### src/common/spisf_regs.vh
// Purpose: Register offsets, field positions and timing counts of the SPI flag block
// Assumes: Byte-wide registers on a plain address/strobe port
// Notes:   Definitions only
`ifndef SPISF_REGS_VH
`define SPISF_REGS_VH

// ======================================================
// Register offsets
`define SPISF_ADDR_W        8
`define SPISF_OFF_RXBUF     8'h9b
`define SPISF_OFF_TXBUF     8'h9a
`define SPISF_OFF_STATUS    8'hea
`define SPISF_OFF_CONFIG    8'he8
`define SPISF_OFF_IRQ_MASK  8'he0

// ======================================================
// Status field positions
`define SPISF_ST_RXOF       5
`define SPISF_ST_RXNEW      4
`define SPISF_ST_RXBF       3
`define SPISF_ST_TXUF       2
`define SPISF_ST_TXEMPTY    1
`define SPISF_ST_TXBF       0

// ======================================================
// Config field positions
`define SPISF_CF_MASTER     0
`define SPISF_CF_OVERWRITE  1
`define SPISF_CF_TRANSFER_IRQ_MODE     2
`define SPISF_CF_RESET      8'h04

// ======================================================
// Timing: serial clock half period
`define SPISF_SCLK_HALF_NS  500
`define SPISF_CLK_NS        10
`define SPISF_HALF_CYC      (`SPISF_SCLK_HALF_NS / `SPISF_CLK_NS)

`endif

### src/hw/spisf_sync.v
// Purpose: Two-stage synchroniser for one pin input
// Assumes: Input is asynchronous to ref_clk
// Notes:   First stage is read only by the second
`timescale 1ns/1ps
module spisf_sync
(
  input  wire ref_clk,
  input  wire reset_n,
  input  wire pinIn,
  output reg  syncOut
);
  reg meta_r;

  // ======================================================
  // Two flip-flops
  always @(posedge ref_clk or negedge reset_n)
  begin
    if (!reset_n)
    begin
      meta_r  <= 1'b0;
      syncOut <= 1'b0;
    end
    else
    begin
      meta_r  <= pinIn;
      syncOut <= meta_r;
    end
  end
endmodule // spisf_sync

### src/hw/spisf_clkdiv.v
// Purpose: Enable pulse generator for the serial half bit
// Assumes: HALF is at least one
// Notes:   Restarts while run is low
`timescale 1ns/1ps
module spisf_clkdiv
#(
  parameter HALF = 50
)
(
  input  wire ref_clk,
  input  wire reset_n,
  input  wire run,
  output reg  tick
);
  reg [15:0] count_r;

  // ======================================================
  // Count up to a one-cycle tick
  always @(posedge ref_clk or negedge reset_n)
  begin
    if (!reset_n)
    begin
      count_r <= 16'h0000;
      tick    <= 1'b0;
    end
    else if (!run)
    begin
      count_r <= 16'h0000;
      tick    <= 1'b0;
    end
    else if (count_r == HALF[15:0] - 16'h0001)
    begin
      count_r <= 16'h0000;
      tick    <= 1'b1;
    end
    else
    begin
      count_r <= count_r + 16'h0001;
      tick    <= 1'b0;
    end
  end
endmodule // spisf_clkdiv

### src/hw/spisf_core.v
// Purpose: SPI double-buffered data path with status flags and pin direction
// Assumes: Mode 0 clocking; slave clock and select arrive on pins
// Notes:   Status bits 1,2,0 clear by writing zero; rx bits clear on buffer read
//          A hardware set wins over a software clear in the same cycle
//          Overflow keeps the old byte unless overwrite is enabled
//
// Our own choice: strobed register access.
`timescale 1ns/1ps
`include "spisf_regs.vh"
module spisf_core
(
  input  wire       ref_clk,
  input  wire       reset_n,
  input  wire [7:0] regAddr,
  input  wire [7:0] regWdata,
  input  wire       regWr,
  input  wire       regRd,
  output reg  [7:0] regRdata,
  output reg        irq,
  output reg        sclkOut,
  output reg        sclkOe,
  output reg        selectOutN,
  input  wire       sclkIn,
  input  wire       selectInN,
  input  wire       misoIn,
  output reg        misoOut,
  output reg        misoOe,
  input  wire       mosiIn,
  output reg        mosiOut,
  output reg        mosiOe
);
  // ======================================================
  // Transfer states
  localparam ST_IDLE = 2'd0;
  localparam ST_XFER = 2'd1;
  localparam ST_DONE = 2'd2;

  // Buffers, shifter, flags and transfer progress
  reg [7:0] rxBuf_r;
  reg [7:0] txBuf_r;
  reg [7:0] shift_r;
  reg [7:0] config_r;
  reg [5:0] status_r;
  reg [5:0] mask_r;
  reg [1:0] state_r;
  reg [2:0] bitCnt_r;
  reg       phase_r;
  reg       txLoaded_r;
  reg       sclkPrev_r;
  reg       rxSample_r;
  reg       selPrev_r;

  // Synchronised pins and divider tick
  wire sclkS;
  wire selS;
  wire misoS;
  wire mosiS;
  wire tick;

  // Config fields and register decodes
  wire isMaster  = config_r[`SPISF_CF_MASTER];
  wire overwrite = config_r[`SPISF_CF_OVERWRITE];
  wire transfer_irq_mode    = config_r[`SPISF_CF_TRANSFER_IRQ_MODE];
  wire rdRx      = regRd && (regAddr == `SPISF_OFF_RXBUF);
  wire wrTx      = regWr && (regAddr == `SPISF_OFF_TXBUF);
  wire wrStat    = regWr && (regAddr == `SPISF_OFF_STATUS);
  wire dataIn    = isMaster ? misoS : mosiS;
  wire running   = (state_r == ST_XFER);

  // ======================================================
  // Pin synchronisers and bit-rate divider
  spisf_sync uSyncSclk
  (
    .ref_clk(ref_clk),
    .reset_n(reset_n),
    .pinIn  (sclkIn),
    .syncOut(sclkS)
  );
  spisf_sync uSyncSel
  (
    .ref_clk(ref_clk),
    .reset_n(reset_n),
    .pinIn  (selectInN),
    .syncOut(selS)
  );
  spisf_sync uSyncMiso
  (
    .ref_clk(ref_clk),
    .reset_n(reset_n),
    .pinIn  (misoIn),
    .syncOut(misoS)
  );
  spisf_sync uSyncMosi
  (
    .ref_clk(ref_clk),
    .reset_n(reset_n),
    .pinIn  (mosiIn),
    .syncOut(mosiS)
  );
  spisf_clkdiv #(.HALF(`SPISF_HALF_CYC)) uDiv
  (
    .ref_clk(ref_clk),
    .reset_n(reset_n),
    .run    (running && isMaster),
    .tick   (tick)
  );

  // Edge events: master uses divider phase, slave uses pin clock edges
  wire sampleEv = isMaster ? (tick && !phase_r) : (sclkS && !sclkPrev_r && !selS);
  wire shiftEv  = isMaster ? (tick && phase_r)  : (!sclkS && sclkPrev_r && !selS);
  wire byteEnd  = shiftEv && (bitCnt_r == 3'd7);

  // Next-byte readiness checks for the stop decision
  wire rxBlocks = !transfer_irq_mode && status_r[`SPISF_ST_RXNEW] && !rdRx;
  wire txBlocks = transfer_irq_mode && !txLoaded_r && !wrTx;

  // ======================================================
  // Register write, status flags and data path
  always @(posedge ref_clk or negedge reset_n)
  begin
    if (!reset_n)
    begin
      rxBuf_r    <= 8'h00;
      txBuf_r    <= 8'h00;
      shift_r    <= 8'h00;
      config_r   <= `SPISF_CF_RESET;
      status_r   <= 6'h02;
      mask_r     <= 6'h00;
      state_r    <= ST_IDLE;
      bitCnt_r   <= 3'd0;
      phase_r    <= 1'b0;
      txLoaded_r <= 1'b0;
      sclkPrev_r <= 1'b0;
      rxSample_r <= 1'b0;
      selPrev_r  <= 1'b0; // Synced select starts low; no false start edge
    end
    else
    begin
      // Edge history of the pin clock and select
      sclkPrev_r <= sclkS;
      selPrev_r  <= selS;
      // Config and mask registers
      if (regWr && regAddr == `SPISF_OFF_CONFIG)
        config_r <= regWdata;
      if (regWr && regAddr == `SPISF_OFF_IRQ_MASK)
        mask_r <= regWdata[5:0];

      // Software clears first; hardware sets below win
      if (rdRx)
      begin
        status_r[`SPISF_ST_RXOF]  <= 1'b0;
        status_r[`SPISF_ST_RXNEW] <= 1'b0;
        status_r[`SPISF_ST_RXBF]  <= 1'b0;
      end
      if (wrStat)
      begin
        if (!regWdata[`SPISF_ST_TXUF])
          status_r[`SPISF_ST_TXUF] <= 1'b0;
        if (!regWdata[`SPISF_ST_TXEMPTY])
          status_r[`SPISF_ST_TXEMPTY] <= 1'b0;
        if (!regWdata[`SPISF_ST_TXBF])
          status_r[`SPISF_ST_TXBF] <= 1'b0;
      end
      if (wrTx)
      begin
        txBuf_r    <= regWdata;
        txLoaded_r <= 1'b1;
        status_r[`SPISF_ST_TXEMPTY] <= 1'b0;
        status_r[`SPISF_ST_TXBF]    <= 1'b1;
      end

      // Sample on the first half bit, shift on the second
      if (sampleEv)
      begin
        rxSample_r <= dataIn;
        phase_r    <= 1'b1;
      end
      if (shiftEv)
      begin
        phase_r  <= 1'b0;
        bitCnt_r <= bitCnt_r + 3'd1;
        shift_r  <= {shift_r[6:0], rxSample_r};
      end

      // Transfer sequencing
      case (state_r)
        ST_IDLE:
        begin
          bitCnt_r <= 3'd0;
          phase_r  <= 1'b0;
          // Master starts on loaded data; slave on select falling
          if ((isMaster && txLoaded_r) || (!isMaster && !selS && selPrev_r))
          begin
            shift_r    <= txBuf_r;
            txLoaded_r <= 1'b0;
            status_r[`SPISF_ST_TXEMPTY] <= 1'b1;
            status_r[`SPISF_ST_TXBF]    <= 1'b0;
            if (!txLoaded_r)
              status_r[`SPISF_ST_TXUF] <= 1'b1;
            state_r <= ST_XFER;
          end
        end
        ST_XFER:
        begin
          if (!isMaster && selS)
            state_r <= ST_IDLE;
          else if (byteEnd)
          begin
            // Completed byte lands in the receive buffer
            if (status_r[`SPISF_ST_RXNEW] && !rdRx)
            begin
              status_r[`SPISF_ST_RXOF] <= 1'b1;
              if (overwrite)
                rxBuf_r <= {shift_r[6:0], rxSample_r};
            end
            else
              rxBuf_r <= {shift_r[6:0], rxSample_r};
            status_r[`SPISF_ST_RXNEW] <= 1'b1;
            status_r[`SPISF_ST_RXBF]  <= 1'b1;
            if (isMaster && (rxBlocks || txBlocks))
              state_r <= ST_DONE;
            else
            begin
              // Next byte from buffer, or underflow
              shift_r    <= txBuf_r;
              txLoaded_r <= 1'b0;
              status_r[`SPISF_ST_TXEMPTY] <= 1'b1;
              status_r[`SPISF_ST_TXBF]    <= 1'b0;
              if (!txLoaded_r && !wrTx)
                status_r[`SPISF_ST_TXUF] <= 1'b1;
              if (wrTx)
                shift_r <= regWdata;
            end
          end
        end
        ST_DONE:
          // One idle cycle lets select rise before any restart
          state_r <= ST_IDLE;
        default:
          state_r <= ST_IDLE;
      endcase
    end
  end

  // ======================================================
  // Registered outputs: read data, irq, pins
  always @(posedge ref_clk or negedge reset_n)
  begin
    if (!reset_n)
    begin
      regRdata   <= 8'h00;
      irq        <= 1'b0;
      sclkOut    <= 1'b0;
      sclkOe     <= 1'b0;
      selectOutN <= 1'b1;
      misoOut    <= 1'b0;
      misoOe     <= 1'b0;
      mosiOut    <= 1'b0;
      mosiOe     <= 1'b0;
    end
    else
    begin
      regRdata <= 8'h00;
      if (regRd)
      begin
        case (regAddr)
          `SPISF_OFF_RXBUF:    regRdata <= rxBuf_r;
          `SPISF_OFF_TXBUF:    regRdata <= txBuf_r;
          `SPISF_OFF_STATUS:   regRdata <= {2'b00, status_r};
          `SPISF_OFF_CONFIG:   regRdata <= config_r;
          `SPISF_OFF_IRQ_MASK: regRdata <= {2'b00, mask_r};
          default:             regRdata <= 8'h00;
        endcase
      end
      // Level interrupt from any unmasked flag
      irq        <= |(status_r & mask_r);
      // Pin directions, clock and select follow the master bit
      sclkOe     <= isMaster;
      sclkOut    <= isMaster && running && phase_r;
      selectOutN <= !(isMaster && running);
      misoOe     <= !isMaster;
      mosiOe     <= isMaster;
      // Both data pins show the top bit of the shifter
      misoOut    <= shift_r[7];
      mosiOut    <= shift_r[7];
    end
  end
endmodule // spisf_core

### config.mk
export PLATFORM = sky130hd
export DESIGN_NAME = spisf_core
export DESIGN_NICKNAME = d
export VERILOG_FILES = /design/src/hw/spisf_sync.v /design/src/hw/spisf_clkdiv.v /design/src/hw/spisf_core.v
export VERILOG_INCLUDE_DIRS = /design/src /design/src/common
export SDC_FILE = /design/constraint.sdc
export NUM_CORES = 1
export LEC_CHECK = 0
export ABC_AREA = 0
export BUFFER_PORTS_ARGS = -buffer_cell sky130_fd_sc_hd__clkbuf_2
export CAP_MARGIN = 20
export CORE_ASPECT_RATIO = 2
export CORE_MARGIN = 3
export CORE_UTILIZATION = 30
export CTS_BUF_LIST = sky130_fd_sc_hd__clkbuf_4
export DETAILED_ROUTE_END_ITERATION = 16
export PLACE_DENSITY_LB_ADDON = 0.25
export SLEW_MARGIN = 20
export SYNTH_ARGS = -nofsm -noshare
export SYNTH_HDL_FRONTEND = slang
export SYNTH_HIERARCHICAL = 1
export SYNTH_SLANG_ARGS = --single-unit
export TNS_END_PERCENT = 30
### constraint.sdc
create_clock -name ref_clk -period 2.2 [get_ports ref_clk]
set_clock_uncertainty 0.1 [all_clocks]
set_input_delay 0.66 -clock ref_clk [delete_from_list [all_inputs] [get_ports ref_clk]]
set_output_delay 0.66 -clock ref_clk [all_outputs]
set_load 0.005 [all_outputs]
Word level (Yosys, flattened, before mapping)
Cells that the tools add are included.
{"block": "totals", "register_bits": 93, "latch_bits": 0, "ramBits": 0, "rom_bits": 0, "in_bits": 24, "output_inout_bits": 16, "wordCells": 138, "n_memories": 0}
{"block": "classes", "add_sub_neg": 2, "mul": 0, "div_mod_pow": 0, "n_lt_le_gt_ge": 0, "n_eq_ne": 12, "shift": 0, "muxes": 49, "n_bitwise": 2, "n_reduce_logical": 43}
{"operator": "$mux W8", "n": 9}
{"operator": "$eq A8 B8 Y1 const B", "n": 5}
{"operator": "$pmux W8 S5", "n": 1}
{"operator": "$mux W16", "n": 2}
{"operator": "$logic_and A1 B1 Y1", "n": 25}
{"operator": "$mux W3", "n": 7}
{"operator": "$mux W1", "n": 19}
{"operator": "$add A16 B1 Y16 const B", "n": 1}
{"operator": "$eq A16 B6 Y1 const B", "n": 1}
{"operator": "$pmux W8 S2", "n": 1}
{"operator": "$mux W6", "n": 2}
{"operator": "$logic_not A1 Y1", "n": 10}
{"operator": "$mux W2", "n": 5}
{"operator": "$and A6 B6 Y6", "n": 1}
{"operator": "$ne A3 B1 Y1 const B", "n": 2}
{"operator": "$pmux W3 S2", "n": 1}
{"operator": "$reduce_or A6 Y1", "n": 1}
{"operator": "$ne A2 B2 Y1 const B", "n": 2}
{"operator": "$pmux W2 S2", "n": 1}
{"operator": "$reduce_and A4 Y1", "n": 1}
{"operator": "$add A3 B1 Y3 const B", "n": 1}
{"operator": "$eq A3 B3 Y1 const B", "n": 1}
{"operator": "$reduce_and A3 Y1", "n": 1}
{"operator": "$reduce_bool A3 Y1", "n": 1}
{"operator": "6 further kinds", "n": 7}

Depth between registers and ports, before layout
{"block": "depth", "word_depth": 10, "mapped_depth": 7}

Hierarchy
Netlist, hierarchy kept.
{"mod": "spisf_core", "instances": 1, "cells_per_inst": 245, "area_per_inst_um2": 3066.7, "seq_area_each_um2": 1705.4}
{"mod": "spisf_clkdiv", "instances": 1, "cells_per_inst": 86, "area_per_inst_um2": 925.9, "seq_area_each_um2": 425.4}
{"mod": "spisf_sync", "instances": 4, "cells_per_inst": 2, "area_per_inst_um2": 50.0, "seq_area_each_um2": 50.0}

Least setup slack after synthesis
OpenSTA, ideal clock, no wires.
{"block": "synth_timing", "path_kind": "input -> register", "from": "in regAddr[6]", "to": "reg shift_r[0]", "t_arrival_ns": 2.111, "t_required_ns": 1.974, "setup_slack_ns": -0.137, "stages": 6, "cell_sequence": "nand4bb_1 or4_4 a32oi_2 buf_4 a211oi_1 a221o_1"}
{"block": "synth_via", "elab_chain_cells": 10}
{"item": "from (decl)", "line": "spisf_core.v:14", "text": "input wire [7:0] regAddr,"}
{"item": "$eq A8 B8 Y1"}
{"item": "$logic_and A1 B1 Y1, on equally long branches", "line": "spisf_core.v:64, spisf_core.v:65"}
{"item": "$logic_not A1 Y1, on equally long branches", "line": "spisf_core.v:114, spisf_core.v:115"}
{"item": "$logic_and A1 B1 Y1, on equally long branches", "line": "spisf_core.v:114, spisf_core.v:115"}
{"item": "$logic_or A1 B1 Y1", "line": "spisf_core.v:220", "text": "if (isMaster && (rxBlocks || txBlocks))"}
{"item": "$logic_and A1 B1 Y1", "line": "spisf_core.v:220"}
{"item": "$mux W8 (*)", "line": "spisf_core.v:220"}
{"item": "$mux W8 (*)", "line": "spisf_core.v:207", "text": "else if (byteEnd)"}
{"item": "$mux W8 (*)", "line": "spisf_core.v:205", "text": "if (!isMaster && selS)"}
{"item": "$pmux W8 S2 (*)", "line": "spisf_core.v:186", "text": "case (state_r)"}
{"item": "to (signal assigned)", "line": "spisf_core.v:182", "text": "shift_r <= {shift_r[6:0], rxSample_r};"}
{"item": "to (signal assigned)", "line": "spisf_core.v:194", "text": "shift_r <= txBuf_r;"}
{"item": "to (signal assigned)", "line": "spisf_core.v:225", "text": "shift_r <= txBuf_r;"}
{"item": "to (decl)", "line": "spisf_core.v:41", "text": "reg [7:0] shift_r;"}
Mark *: on every way between the ends. The rest lies on a longest branch, timed or not.
A chain may end at the register's enable or synchronous reset.

Worst setup path after layout
{"block": "layout_timing", "from": "in regAddr[6]", "to": "reg shift_r[2]"}
Same word-level chain as after synthesis.

==> impl_metrics.tcl <==
set metrics [dict create \
    core_um2 13590 \
    finish.cell_count_without_fillers 611 \
    power.density_cell_area_nw_per_um2 623.6 \
    maximum_buffer_depth_of_the_clock_tree 2 \
    drtAntennaViolNets 0 \
    global_route.overflow_total 0 \
    floorplan.die_area_um2 15520 \
    grt_max_degree 44 \
    wl_per_cell_um 16.65 \
    setup.worst_path.end_class "flip-flop" \
    top_level_ports 40 \
    cts.root.buffer_cell "sky130_fd_sc_hd__clkbuf_4" \
    groute.usage.overall 0.1409 \
    routed_wirelength_um 10170 \
    max_freq_mhz 490.1 \
    placed_area_um2 4901 \
    dp_cells 593 \
    cp.required_ns 2.42 \
    finalCoreUtilization 0.3741 \
    syn_area_per_cell_um2 12.37 \
    detailroute.via_count 3004 \
    floorplan.die.height_um 173.2 \
    worst-setup-path-type "in -> reg" \
    finalMaxSlewViolations 0 \
    post_cts_buffers 0 \
    postSynthCellCount 339 \
    cts_tree "yes" \
    gpl.final_weighted_congestion 0.8484 \
    clock_pin_transition_on_the_worst_setup_and_hold_timing_paths_ns 0.16 \
    run_status "complete, no violations" \
    grt_first_pass_wirelength_um 16550 \
    hold_viol 0 \
    synth.yosys.warnings 6 \
    dominantRegCellSynth "sky130_fd_sc_hd__dfrtp_1" \
    cts_buffers 9 \
    grt_antenna_before_repair 1 \
    worstHoldPathType "reg -> reg" \
    synthesis.area_um2 4193 \
    power.static_leakage_nw 2.226 \
    post-route-drc-count 0 \
    hold_slack_ns 0.2328 \
    detail_route.first_pass.iterations 4 \
    final_layout_size_suffix_gt1_frac 0.3561 \
    crit_fanout 9 \
    num-nets-final 447 \
    slew_headroom 0.7462 \
    setup_violations 0 \
    grt_setup_unrepaired "no" \
    ys_async_sr_fraction 1.000 \
    crit_arrival_ns 2.26 \
    htree_levels 3 \
    peakVddDrop_uv 445.3 \
    min_period_ns 2.040 \
    clock_insertion_delay_worst_skew_ns 0.44 \
    syn-num-nets 367 \
    synth-edff-count 0 \
    clock-sinks 93 \
    postLayoutCellArea_um2 5084 \
    cap_violations 0 \
    worst-slew-pin-transition_ns 0.3794 \
    seq_cells_post_synth 93 \
    p_total_w 0.003170 \
    route.detailed.vias_per_inst 4.917 \
    area_delta_synth_final_pct 21.25 \
    timing.final.crit_share 0.9274 \
    drt_first_iter_violations 153 \
    initial_utilization 0.3086 \
    die-width_um 89.60 \
    port_buffers 39 \
    synth_seq_area_share 0.5560 \
    std_cell_rows 60 \
    grt_pass1_vias 3215 \
    setup.worst_path.start_class "input port" \
    post_synth_num_cell_types 58 \
    dp_hpwl_um 7988 \
]
cells in the mapped netlist, types with 2 or more instances:
master / number / area (µm²)
sky130_fd_sc_hd__dfrtp_1: 90 / 2252
sky130_fd_sc_hd__mux2_2: 29 / 326.6
sky130_fd_sc_hd__nor2_1: 24 / 90.09
sky130_fd_sc_hd__nand2_1: 23 / 86.33
sky130_fd_sc_hd__a22oi_1: 15 / 112.6
sky130_fd_sc_hd__xnor2_1: 12 / 105.1
sky130_fd_sc_hd__inv_1: 11 / 41.29
sky130_fd_sc_hd__mux2i_1: 11 / 110.1
sky130_fd_sc_hd__a21oi_1: 9 / 45.04
sky130_fd_sc_hd__a211oi_1: 8 / 60.06
sky130_fd_sc_hd__a221o_1: 8 / 80.08
sky130_fd_sc_hd__nor3_1: 8 / 40.04
sky130_fd_sc_hd__nand3_1: 6 / 30.03
sky130_fd_sc_hd__nor2_2: 6 / 37.54
sky130_fd_sc_hd__nor4_2: 5 / 62.56
sky130_fd_sc_hd__a31oi_1: 4 / 25.02
sky130_fd_sc_hd__ha_1: 4 / 50.05
sky130_fd_sc_hd__o21ai_0: 4 / 20.02
sky130_fd_sc_hd__buf_2: 3 / 15.01
sky130_fd_sc_hd__buf_4: 3 / 22.52
sky130_fd_sc_hd__clkbuf_1: 3 / 11.26
sky130_fd_sc_hd__dfstp_2: 3 / 78.83
sky130_fd_sc_hd__nand4_1: 3 / 18.77
sky130_fd_sc_hd__a21boi_0: 2 / 15.01
sky130_fd_sc_hd__a222oi_1: 2 / 20.02
sky130_fd_sc_hd__and3_1: 2 / 12.51
sky130_fd_sc_hd__nand2_2: 2 / 12.51
sky130_fd_sc_hd__nand2b_1: 2 / 12.51
sky130_fd_sc_hd__nand3_4: 2 / 35.03
sky130_fd_sc_hd__nand3b_1: 2 / 15.01
sky130_fd_sc_hd__nor2b_1: 2 / 12.51
sky130_fd_sc_hd__nor4_4: 2 / 42.54
sky130_fd_sc_hd__nor4b_1: 2 / 17.52
sky130_fd_sc_hd__nor4bb_1: 2 / 20.02
sky130_fd_sc_hd__xor2_1: 2 / 17.52
cells in the final DEF, fill, tap and decap left out, types with 11 or more instances in the layout:
cell / synthesis / routed
sky130_fd_sc_hd__dfrtp_1: 90 / 89
sky130_fd_sc_hd__clkbuf_2: 0 / 38
sky130_fd_sc_hd__buf_4: 3 / 37
sky130_fd_sc_hd__mux2_2: 29 / 29
sky130_fd_sc_hd__nor2_1: 24 / 24
sky130_fd_sc_hd__nand2_1: 23 / 23
sky130_fd_sc_hd__a22oi_1: 15 / 15
sky130_fd_sc_hd__xnor2_1: 12 / 12
sky130_fd_sc_hd__inv_1: 11 / 11
sky130_fd_sc_hd__mux2i_1: 11 / 11
cell families (layout without fill, tap and decap cells):
| group | Yosys count | after routing | synth area share |
|---|---|---|---|
| AO/OA/AOI/OAI | 64 | 64 | 0.1209 |
| XOR/XNOR | 14 | 14 | 0.02925 |
| adder cells (fa/ha/maj) | 4 | 4 | 0.01194 |
| buffers and inverters | 22 | 107 | 0.02506 |
| flip-flops | 93 | 93 | 0.5560 |
| multiplexers | 41 | 41 | 0.1068 |
| other | 0 | 1 | 0 |
| AND/OR/NAND/NOR | 101 | 101 | 0.1501 |
final cells by class:
class / count / area [µm²]
clock inverter: 6 / 93.84
timing repair buffer: 79 / 538.0
clock buffer: 10 / 75.07
multi-input combinational: 224 / 1764
sequential: 93 / 2332
antenna: 1 / 2.502
tap: 186 / 232.7
inverter: 12 / 45.04
fill: 1337 / 8504
layer usage:
metal	global-route usage	part of all wire
met1	0.1424	0.34
met2	0.2583	0.58
met3	0.02909	0.029
met4	0.07019	0.043
met5	0	0
stage by stage:
| step | setup TNS [ns] | worst slack, ns |
|---|---|---|
| 3_5_place_dp | -6.949 | -0.3093 |
| 2_1_floorplan | -1.807 | -0.1370 |
| 3_3_place_gp | -6.883 | -0.3429 |
| 5_1_grt | 0 | 0.01449 |
| 6_report | 0 | 0.1597 |
| 4_1_cts | 0 | 0.1135 |
registers in the layout (all words and copies together), names as in the netlist, 2 cells and up:
signal and flops:
config_r 8, status_r 6, mask_r 6, rxBuf_r 8
uDiv/count_r 16, state_r 2, shift_r 8, txBuf_r 8
bitCnt_r 3, regRdata 8
worst max-delay path, cell delays in order:
cell                        delay, ns
sky130_fd_sc_hd__clkbuf_2        0.10
sky130_fd_sc_hd__nand4bb_1       0.21
sky130_fd_sc_hd__or4_4           0.54
sky130_fd_sc_hd__a32oi_2         0.21
sky130_fd_sc_hd__buf_4           0.20
sky130_fd_sc_hd__a211oi_1        0.08
sky130_fd_sc_hd__a221o_1         0.26
power breakdown:
part           switching (W)  internal (W)
Sequential         0.0000564       0.00177
Combinational       0.000135      0.000119
Clock               0.000603      0.000484
worst paths after layout:
| path | startpoint | end | slack [ns] | depth (start not counted) |
|---|---|---|---|---|
| max in group asynchronous | reset_n | selectOutN$_DFF_PN1_ | 0.85 | 3 |
| worst max register to register | config_r[0]$_DFFE_PN0P_ | shift_r[2]$_DFF_PN0_ | 0.18 | 6 |
| worst max-delay path | regAddr[6] | shift_r[2]$_DFF_PN0_ | 0.16 | 7 |
| min in group asynchronous | reset_n | mask_r[0]$_DFFE_PN0P_ | 0.53 | 2 |
| worst min register to register | uSyncSel/meta_r$_DFF_PN0_ | uSyncSel/syncOut$_DFF_PN0_ | 0.23 | 0 |
| worst min-delay path | uSyncSel/meta_r$_DFF_PN0_ | uSyncSel/syncOut$_DFF_PN0_ | 0.23 | 0 |
timing repair:
action | in CTS | in global routing
hold buffers | 1 | 0
endpoints found under the setup margin | 0 | 12
resized for setup | 0 | 2
hold endpoints to repair | 16 | 0
No activity file was read; power rests on OpenSTA's default activity.
